[src/core/bsf_cfg.svh]
// offsets, field positions, reset values and timing figures
`ifndef BSF_CFG_SVH
`define BSF_CFG_SVH
`define BSF_ADDR_FLASH_LOW   16'h0258
`define BSF_ADDR_FLASH_HIGH  16'h0259
`define BSF_ADDR_USER        16'h025C
`define BSF_ADDR_WDOG        16'h025D
`define BSF_ADDR_BPLANE      16'h025E
`define BSF_ADDR_PERIPH      16'h025F
`define BSF_RST_FLASH_LOW    4'h0
`define BSF_RST_FLASH_HIGH   5'h00
`define BSF_RST_BPLANE       8'h00
`define BSF_RST_PERIPH       8'h07
`define BSF_BIT_FLASH_IRQ    4
`define BSF_BIT_SER_DATA     0
`define BSF_BIT_SER_CLK      1
`define BSF_BIT_STRAP_A      4
`define BSF_BIT_STRAP_B      5
`define BSF_BIT_LED          7
`define BSF_BIT_WD_ACTIVE    0
`define BSF_BIT_TO_SEEN      1
`define BSF_BIT_EXTERNAL_ARBITER_SELECTED      4
`define BSF_BIT_ARBITRATION_LEVEL_STRAP      5
`define BSF_BIT_SER1_REDIR   6
`define BSF_BIT_VIDEO_REDIR  7
`define BSF_BIT_ATN0         0
`define BSF_BIT_ATN1         1
`define BSF_BIT_ATN2         2
`define BSF_BIT_ATN5         3
`define BSF_BIT_ATN7         4
`define BSF_BIT_TO_BCAST     5
`define BSF_BIT_PERIOD_LOW   6
`define BSF_BIT_PERIOD_HIGH  7
`define BSF_BIT_SER1_IRQ     0
`define BSF_BIT_SER2_IRQ     1
`define BSF_BIT_PRN_IRQ      2
`define BSF_BIT_SER2_NMI     7
`define BSF_KEY_ARM          8'h33
`define BSF_KEY_ENABLE       8'hCC
`define BSF_KEY_REMAP        8'h99
`define BSF_KEY_KICK1        8'h55
`define BSF_KEY_KICK2        8'hAA
`define BSF_KEY_DISENGAGE    8'h66
`define BSF_CLK_KHZ          20000
`define BSF_WDOG_PERIOD_MS   1000
`define BSF_TO_LONG_US       16
`define BSF_TO_MID_US        8
`define BSF_TO_SHORT_US      4
`endif

[src/core/bsf_pkg.sv]
// types shared by the board special function register bank
package bsf_pkg;
   typedef enum logic [1:0] {
      BSF_SEQ_IDLE  = 2'b00,
      BSF_SEQ_GOT33 = 2'b01,
      BSF_SEQ_GOT55 = 2'b10
   } bsf_seq_e;

   typedef logic [7:0] bsf_byte_t;
endpackage : bsf_pkg

[src/core/bsf_regs.sv]
// board special function registers: flash page, user, watchdog, routing
`timescale 1ns/1ps
`include "bsf_cfg.svh"
// Notes on behaviour
// - high flash page bits 8..4, reset zero
// - low flash page bits 3..0, irq gate
// - serial memory lines driven when bit set
// - user straps readable at bits 4, 5
// - led bit lights indicator, reset zero
// - status read clears time-out flag
// - status shows time-out seen, watchdog active
// - status upper bits reflect link straps
// - watchdog off until 33h then CCh
// - kick 55h AAh within one second
// - 33h then 99h remaps boot rom
// - 55h then 66h disengages watchdog
// - watchdog reset drives backplane reset if strapped
// - backplane config routes attention requests
// - redirect blocks atn1; atn7 replaces mouse
// - broadcast bit drives transfer error line
// - period bits pick 16, 8, 4 us, off
// - unanswered backplane transfer gets terminated
// - peripheral register routes on-board serial, printer
// - serial one route reads clear when redirected
// - attention 3, 4, 6 wired straight through
module bsf_regs #(
   parameter int FLASH_FITTED = 1,
   parameter int WDOG_CYCLES  = `BSF_WDOG_PERIOD_MS * `BSF_CLK_KHZ
) (
   input  wire logic        clock,
   input  wire logic        resetn,
   input  wire logic        ce,
   input  wire logic [15:0] io_addr,
   input  wire logic        io_rd,
   input  wire logic        io_wr,
   input  wire bsf_pkg::bsf_byte_t io_wdata,
   output bsf_pkg::bsf_byte_t io_rdata,
   output logic             io_hit,
   output logic [8:0]       flash_page_address,
   output logic             flash_irq_gate,
   input  wire logic        serial_memory_data_line_i,
   output logic             serial_memory_data_line_o,
   output logic             serial_memory_data_line_oe,
   output logic             serial_memory_clock_o,
   output logic             serial_memory_clock_oe,
   output logic             user_led,
   input  wire logic        user_strap_a_jumper,
   input  wire logic        user_strap_b_jumper,
   input  wire logic        external_arbiter_selected,
   input  wire logic        arbitration_level_strap,
   input  wire logic        serial_one_redirect_strap,
   input  wire logic        video_redirect_strap,
   input  wire logic        reset_direction_strap,
   output logic             watchdog_active,
   output logic             bios_remap,
   output logic             system_reset_req,
   output logic             backplane_sysrst_o,
   output logic             backplane_sysrst_oe,
   input  wire logic        bus_cycle_active,
   input  wire logic        bus_slave_done,
   output logic             bus_cycle_terminate,
   output logic             backplane_tfrerr_o,
   output logic             backplane_tfrerr_oe,
   input  wire logic [7:0]  attention_req_n,
   input  wire logic        serial_one_irq,
   input  wire logic        serial_two_irq,
   input  wire logic        printer_irq,
   input  wire logic        mouse_irq,
   input  wire logic        flash_irq,
   output logic             nmi_req,
   output logic             irq3,
   output logic             irq4,
   output logic             irq5,
   output logic             irq7,
   output logic             irq9,
   output logic             irq10,
   output logic             irq11,
   output logic             irq12,
   output logic             irq15
);
   import bsf_pkg::*;

   localparam int TO_LONG  = `BSF_TO_LONG_US * `BSF_CLK_KHZ / 1000;
   localparam int TO_MID   = `BSF_TO_MID_US * `BSF_CLK_KHZ / 1000;
   localparam int TO_SHORT = `BSF_TO_SHORT_US * `BSF_CLK_KHZ / 1000;
   localparam int TO_W     = 10;
   localparam int WD_W     = $clog2(WDOG_CYCLES + 1);

   typedef struct packed {
      logic [3:0] flash_low;
      logic       flash_gate;
      logic [4:0] flash_high;
      logic       ser_data;
      logic       ser_clk;
      logic       led;
      logic       wd_active;
      logic       remap;
      bsf_seq_e   seq;
      logic       to_seen;
      logic       err_drive;
      logic       wd_reset;
      bsf_byte_t  bplane;
      bsf_byte_t  periph;
      bsf_byte_t  rdata;
      logic       hit;
   } bsf_regs_s;

   bsf_regs_s state;
   bsf_regs_s next_state;

   logic            sel_flash_low;
   logic            sel_flash_high;
   logic            sel_user;
   logic            sel_wdog;
   logic            sel_bplane;
   logic            sel_periph;
   logic            wr_wdog;
   logic            wd_kick;
   logic            wd_expired;
   logic            to_expired;
   logic            to_run;
   logic [TO_W-1:0] to_limit;
   logic [1:0]      period;
   logic [7:0]      atn;
   bsf_byte_t       user_view;
   bsf_byte_t       status_view;
   bsf_byte_t       periph_view;

   assign sel_flash_low  = (io_addr == `BSF_ADDR_FLASH_LOW) &&
                           (FLASH_FITTED != 0);
   assign sel_flash_high = (io_addr == `BSF_ADDR_FLASH_HIGH) &&
                           (FLASH_FITTED != 0);
   assign sel_user       = io_addr == `BSF_ADDR_USER;
   assign sel_wdog       = io_addr == `BSF_ADDR_WDOG;
   assign sel_bplane     = io_addr == `BSF_ADDR_BPLANE;
   assign sel_periph     = io_addr == `BSF_ADDR_PERIPH;
   assign wr_wdog        = io_wr && sel_wdog;
   assign atn            = ~attention_req_n;
   assign period = {state.bplane[`BSF_BIT_PERIOD_HIGH],
                    state.bplane[`BSF_BIT_PERIOD_LOW]};

   always_comb begin
      user_view = 8'h00;
      user_view[`BSF_BIT_SER_DATA] = state.ser_data;
      user_view[`BSF_BIT_SER_CLK]  = state.ser_clk;
      user_view[`BSF_BIT_STRAP_A]  = user_strap_a_jumper;
      user_view[`BSF_BIT_STRAP_B]  = user_strap_b_jumper;
      user_view[`BSF_BIT_LED]      = state.led;
   end

   always_comb begin
      status_view = 8'h00;
      status_view[`BSF_BIT_WD_ACTIVE]   = state.wd_active;
      status_view[`BSF_BIT_TO_SEEN]     = state.to_seen;
      status_view[`BSF_BIT_EXTERNAL_ARBITER_SELECTED]     = external_arbiter_selected;
      status_view[`BSF_BIT_ARBITRATION_LEVEL_STRAP]     = arbitration_level_strap;
      status_view[`BSF_BIT_SER1_REDIR]  = serial_one_redirect_strap;
      status_view[`BSF_BIT_VIDEO_REDIR] = video_redirect_strap;
   end

   always_comb begin
      periph_view = state.periph;
      if (serial_one_redirect_strap) begin
         periph_view[`BSF_BIT_SER1_IRQ] = 1'b0;
      end
   end

   always_comb begin
      case (period)
         2'b00:   to_limit = TO_W'(TO_LONG + 1);
         2'b01:   to_limit = TO_W'(TO_MID + 1);
         2'b10:   to_limit = TO_W'(TO_SHORT + 1);
         default: to_limit = '0;
      endcase
   end

   assign to_run = bus_cycle_active && !bus_slave_done && (period != 2'b11);

   bsf_interval_timer #(
      .WIDTH (TO_W)
   ) u_bus_timer (
      .clock   (clock),
      .resetn  (resetn),
      .ce      (ce),
      .run     (to_run),
      .restart (1'b0),
      .limit   (to_limit),
      .expired (to_expired)
   );

   bsf_interval_timer #(
      .WIDTH (WD_W)
   ) u_wdog_timer (
      .clock   (clock),
      .resetn  (resetn),
      .ce      (ce),
      .run     (state.wd_active && !state.wd_reset),
      .restart (wd_kick),
      .limit   (WD_W'(WDOG_CYCLES)),
      .expired (wd_expired)
   );

   // the key sequence only looks at writes to the watchdog register, so
   // accesses elsewhere between the two bytes do not break it
   always_comb begin
      wd_kick = 1'b0;
      if (wr_wdog) begin
         case (state.seq)
            BSF_SEQ_GOT33: wd_kick = io_wdata == `BSF_KEY_ENABLE;
            BSF_SEQ_GOT55: wd_kick = io_wdata == `BSF_KEY_KICK2;
            default:       wd_kick = 1'b0;
         endcase
      end
   end

   always_comb begin
      next_state = state;
      next_state.hit = io_rd && (sel_flash_low || sel_flash_high ||
                       sel_user || sel_wdog || sel_bplane || sel_periph);
      if (io_wr) begin
         if (sel_flash_low) begin
            next_state.flash_low  = io_wdata[3:0];
            next_state.flash_gate = io_wdata[`BSF_BIT_FLASH_IRQ];
         end
         if (sel_flash_high) begin
            next_state.flash_high = io_wdata[4:0];
         end
         if (sel_user) begin
            next_state.ser_data = io_wdata[`BSF_BIT_SER_DATA];
            next_state.ser_clk  = io_wdata[`BSF_BIT_SER_CLK];
            next_state.led      = io_wdata[`BSF_BIT_LED];
         end
         if (sel_bplane) begin
            next_state.bplane = io_wdata;
         end
         if (sel_periph) begin
            next_state.periph = {io_wdata[7], 4'h0, io_wdata[2:0]};
         end
      end
      if (wr_wdog) begin
         next_state.seq = BSF_SEQ_IDLE;
         case (state.seq)
            BSF_SEQ_GOT33: begin
               if (io_wdata == `BSF_KEY_ENABLE) begin
                  next_state.wd_active = 1'b1;
               end
               if (io_wdata == `BSF_KEY_REMAP) begin
                  next_state.remap = 1'b1;
               end
            end
            BSF_SEQ_GOT55: begin
               if (io_wdata == `BSF_KEY_DISENGAGE) begin
                  next_state.wd_active = 1'b0;
               end
            end
            default: begin
               next_state.seq = BSF_SEQ_IDLE;
            end
         endcase
         // a broken pair may itself start a new one
         if (io_wdata == `BSF_KEY_ARM && !wd_kick) begin
            next_state.seq = BSF_SEQ_GOT33;
         end else if (io_wdata == `BSF_KEY_KICK1) begin
            next_state.seq = BSF_SEQ_GOT55;
         end
      end
      if (wd_expired) begin
         next_state.wd_reset = 1'b1;
      end
      if (io_rd && sel_wdog) begin
         next_state.to_seen = 1'b0;
      end
      if (to_expired) begin
         next_state.to_seen = 1'b1;
      end
      if (!bus_cycle_active) begin
         next_state.err_drive = 1'b0;
      end else if (to_expired && state.bplane[`BSF_BIT_TO_BCAST]) begin
         next_state.err_drive = 1'b1;
      end
      if (io_rd) begin
         if (sel_flash_low) begin
            next_state.rdata = {3'b000, state.flash_gate, state.flash_low};
         end else if (sel_flash_high) begin
            next_state.rdata = {3'b000, state.flash_high};
         end else if (sel_user) begin
            next_state.rdata = user_view;
         end else if (sel_wdog) begin
            next_state.rdata = status_view;
         end else if (sel_bplane) begin
            next_state.rdata = state.bplane;
         end else if (sel_periph) begin
            next_state.rdata = periph_view;
         end else begin
            next_state.rdata = 8'h00;
         end
      end
   end

   always_ff @(posedge clock or negedge resetn) begin
      if (!resetn) begin
         state            <= '0;
         state.flash_low  <= `BSF_RST_FLASH_LOW;
         state.flash_high <= `BSF_RST_FLASH_HIGH;
         state.seq        <= BSF_SEQ_IDLE;
         state.bplane     <= `BSF_RST_BPLANE;
         state.periph     <= `BSF_RST_PERIPH;
      end else if (ce) begin
         state <= next_state;
      end
   end

   assign io_rdata           = state.rdata;
   assign io_hit             = state.hit;
   assign flash_page_address = {state.flash_high, state.flash_low};
   assign flash_irq_gate     = state.flash_gate;

   assign serial_memory_data_line_o  = 1'b0;
   assign serial_memory_data_line_oe = state.ser_data;
   assign serial_memory_clock_o      = 1'b0;
   assign serial_memory_clock_oe     = state.ser_clk;
   assign user_led                   = state.led;

   assign watchdog_active  = state.wd_active;
   assign bios_remap       = state.remap;
   // held until the resulting system reset clears the bank
   assign system_reset_req = state.wd_reset;
   assign backplane_sysrst_o  = 1'b0;
   assign backplane_sysrst_oe = state.wd_reset && reset_direction_strap;

   assign bus_cycle_terminate = to_expired;
   assign backplane_tfrerr_o  = 1'b0;
   assign backplane_tfrerr_oe = state.err_drive;

   assign nmi_req = (state.bplane[`BSF_BIT_ATN0] && atn[0]) ||
                    (state.periph[`BSF_BIT_SER2_NMI] && serial_two_irq);
   assign irq3  = (state.bplane[`BSF_BIT_ATN1] && atn[1] &&
                   !serial_one_redirect_strap) ||
                  (state.periph[`BSF_BIT_SER2_IRQ] && serial_two_irq);
   assign irq4  = (state.bplane[`BSF_BIT_ATN2] && atn[2]) ||
                  (periph_view[`BSF_BIT_SER1_IRQ] && serial_one_irq);
   assign irq7  = (state.bplane[`BSF_BIT_ATN5] && atn[5]) ||
                  (state.periph[`BSF_BIT_PRN_IRQ] && printer_irq);
   assign irq12 = state.bplane[`BSF_BIT_ATN7] ? atn[7] : mouse_irq;
   assign irq5  = atn[3];
   assign irq10 = atn[4];
   assign irq11 = atn[6];
   assign irq9  = state.to_seen;
   assign irq15 = state.flash_gate && flash_irq;
endmodule : bsf_regs

[src/core/bsf_interval_timer.sv]
// cycle counter that reports once when it reaches its limit
`timescale 1ns/1ps
module bsf_interval_timer #(
   parameter int WIDTH = 25
) (
   input  wire logic             clock,
   input  wire logic             resetn,
   input  wire logic             ce,
   input  wire logic             run,
   input  wire logic             restart,
   input  wire logic [WIDTH-1:0] limit,
   output logic                  expired
);
   typedef struct packed {
      logic [WIDTH-1:0] count;
      logic             hit;
   } bsf_timer_s;

   bsf_timer_s state;
   bsf_timer_s next_state;

   always_comb begin
      next_state = state;
      next_state.hit = 1'b0;
      if (!run || restart) begin
         next_state.count = '0;
      end else if (state.count != limit) begin
         next_state.count = state.count + 1'b1;
         // fires on the step onto the limit only, so one pulse per run
         next_state.hit = (state.count + 1'b1) == limit;
      end
   end

   always_ff @(posedge clock or negedge resetn) begin
      if (!resetn) begin
         state <= '0;
      end else if (ce) begin
         state <= next_state;
      end
   end

   assign expired = state.hit;
endmodule : bsf_interval_timer

[config.mk]
export PLATFORM = sky130hd
export DESIGN_NAME = bsf_regs
export DESIGN_NICKNAME = d
export VERILOG_FILES = /design/src/core/bsf_pkg.sv /design/src/core/bsf_regs.sv /design/src/core/bsf_interval_timer.sv
export VERILOG_INCLUDE_DIRS = /design/src /design/src/core
export SDC_FILE = /design/constraint.sdc
export NUM_CORES = 1
export LEC_CHECK = 0
export ABC_CLOCK_PERIOD_IN_PS = 3300
export BUFFER_PORTS_ARGS = -buffer_cell sky130_fd_sc_hd__buf_2
export CAP_MARGIN = 20
export CELL_PAD_IN_SITES_DETAIL_PLACEMENT = 0
export CELL_PAD_IN_SITES_GLOBAL_PLACEMENT = 1
export CORE_ASPECT_RATIO = 2
export CORE_MARGIN = 2
export CORE_UTILIZATION = 42
export DETAILED_ROUTE_END_ITERATION = 6
export GPL_ROUTABILITY_DRIVEN = 0
export MAX_ROUTING_LAYER = met4
export PLACE_DENSITY = 0.91
export SLEW_MARGIN = 15
export SYNTH_ARGS = -nofsm -noshare
export SYNTH_HDL_FRONTEND = slang
export SYNTH_SLANG_ARGS = --single-unit
[constraint.sdc]
create_clock -name clock -period 3.3 [get_ports clock]
set_input_delay 0.165 -clock clock [delete_from_list [all_inputs] [get_ports clock]]
set_output_delay 0.165 -clock clock [all_outputs]
set_load 0.005 [all_outputs]
== Yosys cells after proc, flatten, opt, wreduce, memory -nomap -nowiden ==
Index checks and enable logic that the tools add are counted.

* Input bits: 52
* Flip-flop bits (word level): 78

* $add $sub $neg: 2
* Bitwise operators: 1
* Multiplexer cells: 26
* Eq/ne operators: 25
* Reductions and logical operators: 52

{| class="wikitable"
|+ Operator list
! kind !! number
|-
| $eq A16 B10 Y1 const B || 6
|-
| $mux W8 || 6
|-
| $pmux W9 S3 || 1
|-
| $mux W26 || 1
|-
| $add A25 B1 Y25 const B || 1
|-
| $eq A25 B25 Y1 const B || 1
|-
| $mux W25 || 1
|-
| $ne A25 B25 Y1 const B || 1
|-
| $eq A8 B8 Y1 const B || 3
|-
| $logic_and A1 B1 Y1 || 19
|-
| $eq A8 B7 Y1 const B || 2
|-
| $reduce_and A3 Y1 || 5
|-
| $reduce_and A2 Y1 || 7
|-
| $mux W1 || 11
|-
| $mux W11 || 1
|-
| $add A10 B1 Y10 const B || 1
|-
| $eq A10 B9 Y1 || 1
|-
| $logic_or A1 B1 Y1 || 10
|-
| $mux W10 || 1
|-
| $ne A10 B9 Y1 || 1
|-
| $eq A8 B6 Y1 const B || 1
|-
| $not A8 Y8 || 1
|-
| $ne A2 B2 Y1 const B || 3
|-
| $reduce_bool A2 Y1 || 3
|-
| other kinds (9) || 18
|}

== Longest topological paths before layout ==
* Depth after elaboration: 7
* Gate-level depth with buffers: 10
* Depth with buffers taken out: 8

== Hierarchy ==
Synthesis repeated with hierarchy kept, for this count alone.

* Cell total of the unflattened synthesis: 643
* Area, all modules: 5798.1 µm²

{| class="wikitable"
|+ Modules (own cells, without submodules)
! module !! sequential area each (µm²) !! cells each !! times used !! area each (µm²)
|-
| bsf_interval_timer (u_wdog_timer) || 650.6 || 313 || 1 || 2499.9
|-
| bsf_regs || 1029.7 || 238 || 1 || 2418.6
|-
| bsf_interval_timer (u_bus_timer) || 275.3 || 92 || 1 || 879.6
|}

== Worst setup path after synthesis ==
No wires, ideal clock.

* Path kind: reg2reg
* Start point: register u_wdog_timer.state[1] in the netlist's numbering
* End point: register u_wdog_timer.state (netlist bit u_wdog_timer.expired)
* Arrival time: 2275 ps
* Path buffers: 0
* Cell stages (with the launch flop): 8
* Slack: 930 ps
* Cell sequence: dfrtp_1 ha_1 nand2_1 nor4_1 mux2i_1 o311ai_0 or4_1 o31ai_1

* Word-level cells in the longest chain between the ends: 4

{| class="wikitable"
|+ RTL lines
! item !! line !! source
|-
| from (decl) || bsf_interval_timer.sv:19 || <nowiki>bsf_timer_s state;</nowiki>
|-
| from (signal assigned) || bsf_interval_timer.sv:38 || <nowiki>state <= next_state;</nowiki>
|-
| $add A25 B1 Y25 || bsf_interval_timer.sv:30 || <nowiki>next_state.hit = (state.count + 1'b1) == limit;</nowiki>
|-
| $eq A25 B25 Y1 || bsf_interval_timer.sv:30 ||
|-
| $mux W26 * || bsf_interval_timer.sv:27 || <nowiki>end else if (state.count != limit) begin</nowiki>
|-
| $mux W1 * || bsf_interval_timer.sv:25 || <nowiki>if (!run || restart) begin</nowiki>
|}

Every way passes the cells marked *; elsewhere a longest branch is shown, timed or not. The select of a mux whose other input is x is not followed.
A chain may end at the register's enable or synchronous reset.

== Worst setup path in the final report ==
Same ends and word-level chain as after synthesis.

==> results.ini <==
[route]
wl_per_cell_um=17.9
drtPass1Iterations=5
drc_errors=0
routed_wl_mm=13.6
via_per_inst=5.88
drt_iter0_markers=262
vias=4479
ant_nets=0

[hold_path]
worst_hold_path_type=in2reg

[critical_path]
endpoint_kind=flip-flop
cp_max_fo=8
crit_required_ps=3540
critPathKind=reg2reg
cpPeakStageDelay_ps=540
crit_buf_inv=0
crit_path_cell_trace=ha_1 > nand2_1 > nor4_1 > mux2i_1 > o311ai_0 > or4_1 > o31ai_1
cp_slowest_cell=or4_1
cp.arrival_ps=2930
r2r_slack_ps=610
start_kind=flip-flop
crit_family=simple AND/OR/NAND/NOR gates

[pwr]
powerDensity_mw_per_mm2=402
switchingPower_uw=574
seqPwrFrac_pct=43.9
irDropWorstVdd_uv=247
clkPwrFrac_pct=47.1
p_int_uw=1720
combPwrFrac_pct=9.0
leakage_uw=0.00256
p_sw_share_pct=25.0

[yosys]
synthTopCellsByArea=dfrtp_1 (38%), mux2_2 (5.9%), nand2_1 (3.8%)
synth-edff-count=0
synth.most_common_cell=dfrtp_1
yosys_warnings=0
yosys_register_bits=78
synthTopCellsByCount=dfrtp_1 (75), nand2_1 (51), o21ai_0 (29), inv_1 (27), mux2_2 (26)
ys_types=66
syn_area_sq_mm=0.00497
syn_avg_cell_area_sq_um=8.98
async_flop_share_pct=100
synth-main-ff-cell=dfrtp_1
synth_area_leader_cell=dfrtp_1
synth.top_cell.area_share_pct=37.7
yosysSeqAreaShare_pct=39.3
synthCells=554

[placed_design]
hpwl_mm=10.3
portBuffers=88

[global_route]
grt_overflow_total=0
grt_max_degree=79
antenna_found_initial=0
track_usage_pct=22.4
grt_pass1_vias=4417
grt_pass1_wl_mm=21.4

[floorplan]
die_w_um=81.0
die_h_um=158
ios=94
num_rows=56
die-area_sq_mm=0.0128
start_util_pct=42.8
coreArea_sq_mm=0.0116

[final_layout]
regArea_sq_mm=0.00196
fillers=1157
diodes=0
area_growth_pct=14.8
utilization_pct=49.1
multi_input_area_sq_mm=0.00262
final_nets=669
drive_above_1_share_pct=25.3

[clock_network]
root_buffer=clkbuf_16
insertion_delay_ps=340
numCtsBuffers=9
cts_tree=yes
clkTransAtPathRegs_ps=60
cts_sinks=78
ctsLongestPathBuffers=2
post_cts_buffers=0
h-tree-depth=3

[sta]
fin_crit_ps=2690
setup_viol=0
rsz0062_at_grt=no
slew_viol_final=0
max_slew.worst_pin.slew_ps=879
min_period_over_period_pct=81.4
fin_tns_setup_ps=0
fin_skew_ps=7.53
max_clock_freq_ghz=0.372
hold_viol=0
relSlewSlack_pct=41.4

[status]
status=finished clean

[flow_run]
drv_cap=0

## registers in the layout, summed over array words and instances, names as in the netlist, 2 cells and up
name and flops:
io_rdata 8, u_wdog_timer.state 25, state 9, periph_view 3, period 2, u_bus_timer.state 10, flash_page_address 9
## placed cells by master (no fill, tap or decap), types with 7 or more instances in the layout
| master | Yosys | layout |
|---|---|---|
| nor2b_1 | 10 | 10 |
| inv_1 | 27 | 27 |
| buf_2 | 7 | 87 |
| xnor2_1 | 13 | 13 |
| mux2_2 | 26 | 26 |
| o21ai_0 | 29 | 29 |
| nor2_1 | 23 | 23 |
| clkbuf_16 | 0 | 9 |
| nand2b_1 | 11 | 11 |
| nor3_1 | 20 | 20 |
| nand2_1 | 51 | 51 |
| a21oi_1 | 20 | 20 |
| buf_4 | 22 | 8 |
| nand4_1 | 20 | 20 |
| or3_1 | 7 | 7 |
| nand3_1 | 23 | 23 |
| o41ai_1 | 7 | 7 |
| o31ai_1 | 8 | 8 |
| dfrtp_1 | 75 | 75 |
| o21ai_1 | 20 | 20 |
## routing by layer
| metal | global-route usage [%] | part of all wire (%) | vias to the layer above |
|---|---|---|---|
| met4 | 14.3 | 5.6 | 0 |
| met3 | 3.88 | 4.4 | 50 |
| li1 | - | - | 2101 |
| met5 | - | 0 | - |
| met1 | 21.6 | 34 | 2162 |
| met2 | 40.0 | 56 | 166 |
## through the flow
step	worst slack (ps)	area (sq um)	hold slack, ps	std cells	power, uW
after floorplan	930	4990	-131	557	1130
after global placement	699	5350	380	744	1220
after detailed placement	653	5350	400	744	1220
after CTS	638	5670	38.0	760	2300
final	614	5710	85.1	762	2300
after global routing	342	5710	73.0	762	2390
## path summary, 6_finish.rpt
| kind | start | to | cells past startpoint |
|---|---|---|---|
| max in group asynchronous | resetn | periph_view[2] | 3 |
| min | bus_cycle_active | backplane_tfrerr_oe | 3 |
| min in group asynchronous | resetn | u_bus_timer.state[7] | 2 |
| max | u_wdog_timer.state[1] | u_wdog_timer.expired | 7 |
| min reg2reg | io_rdata[4] | io_rdata[4] | 2 |
| max reg2reg | u_wdog_timer.state[1] | u_wdog_timer.expired | 7 |
## worst reg2reg max path: stages (launching register included)
cell and delay (ps):
dfrtp_1 460, ha_1 290, nand2_1 150, nor4_1 530, mux2i_1 270, o311ai_0 130, or4_1 540, o31ai_1 230
## layout make-up
class	instances	share of cell area [%]
Tap cell	145	3.18
Clock inverter	7	1.69
Inverter	27	1.78
Sequential cell	78	34.3
Clock buffer	9	3.94
Multi-Input combinational cell	399	45.8
Timing Repair Buffer	97	9.34
## timing repair
action,CTS,global route
hold endpoints to repair,0,16
gates resized for setup,0,0
hold buffers,0,1
setup endpoints to repair,0,0
## power groups by stage
stage	clock (uW)	combinational [uW]	sequential, uW
2_1_floorplan	0	126	1010
3_3_place_gp	0	196	1020
3_5_place_dp	0	201	1020
4_1_cts	1100	202	1010
5_1_grt	1150	230	1010
6_report	1080	206	1010
## logic make-up after synthesis
logic type	synth area share, %
AO/OA/AOI/OAI	16.0
XOR/XNOR	3.17
adder cells (fa/ha/maj)	1.26
buffers and inverters	8.33
flip-flops	39.3
multiplexers	7.55
other	0.0754
AND/OR/NAND/NOR	24.3
Power figures use the tool's default switching activity.
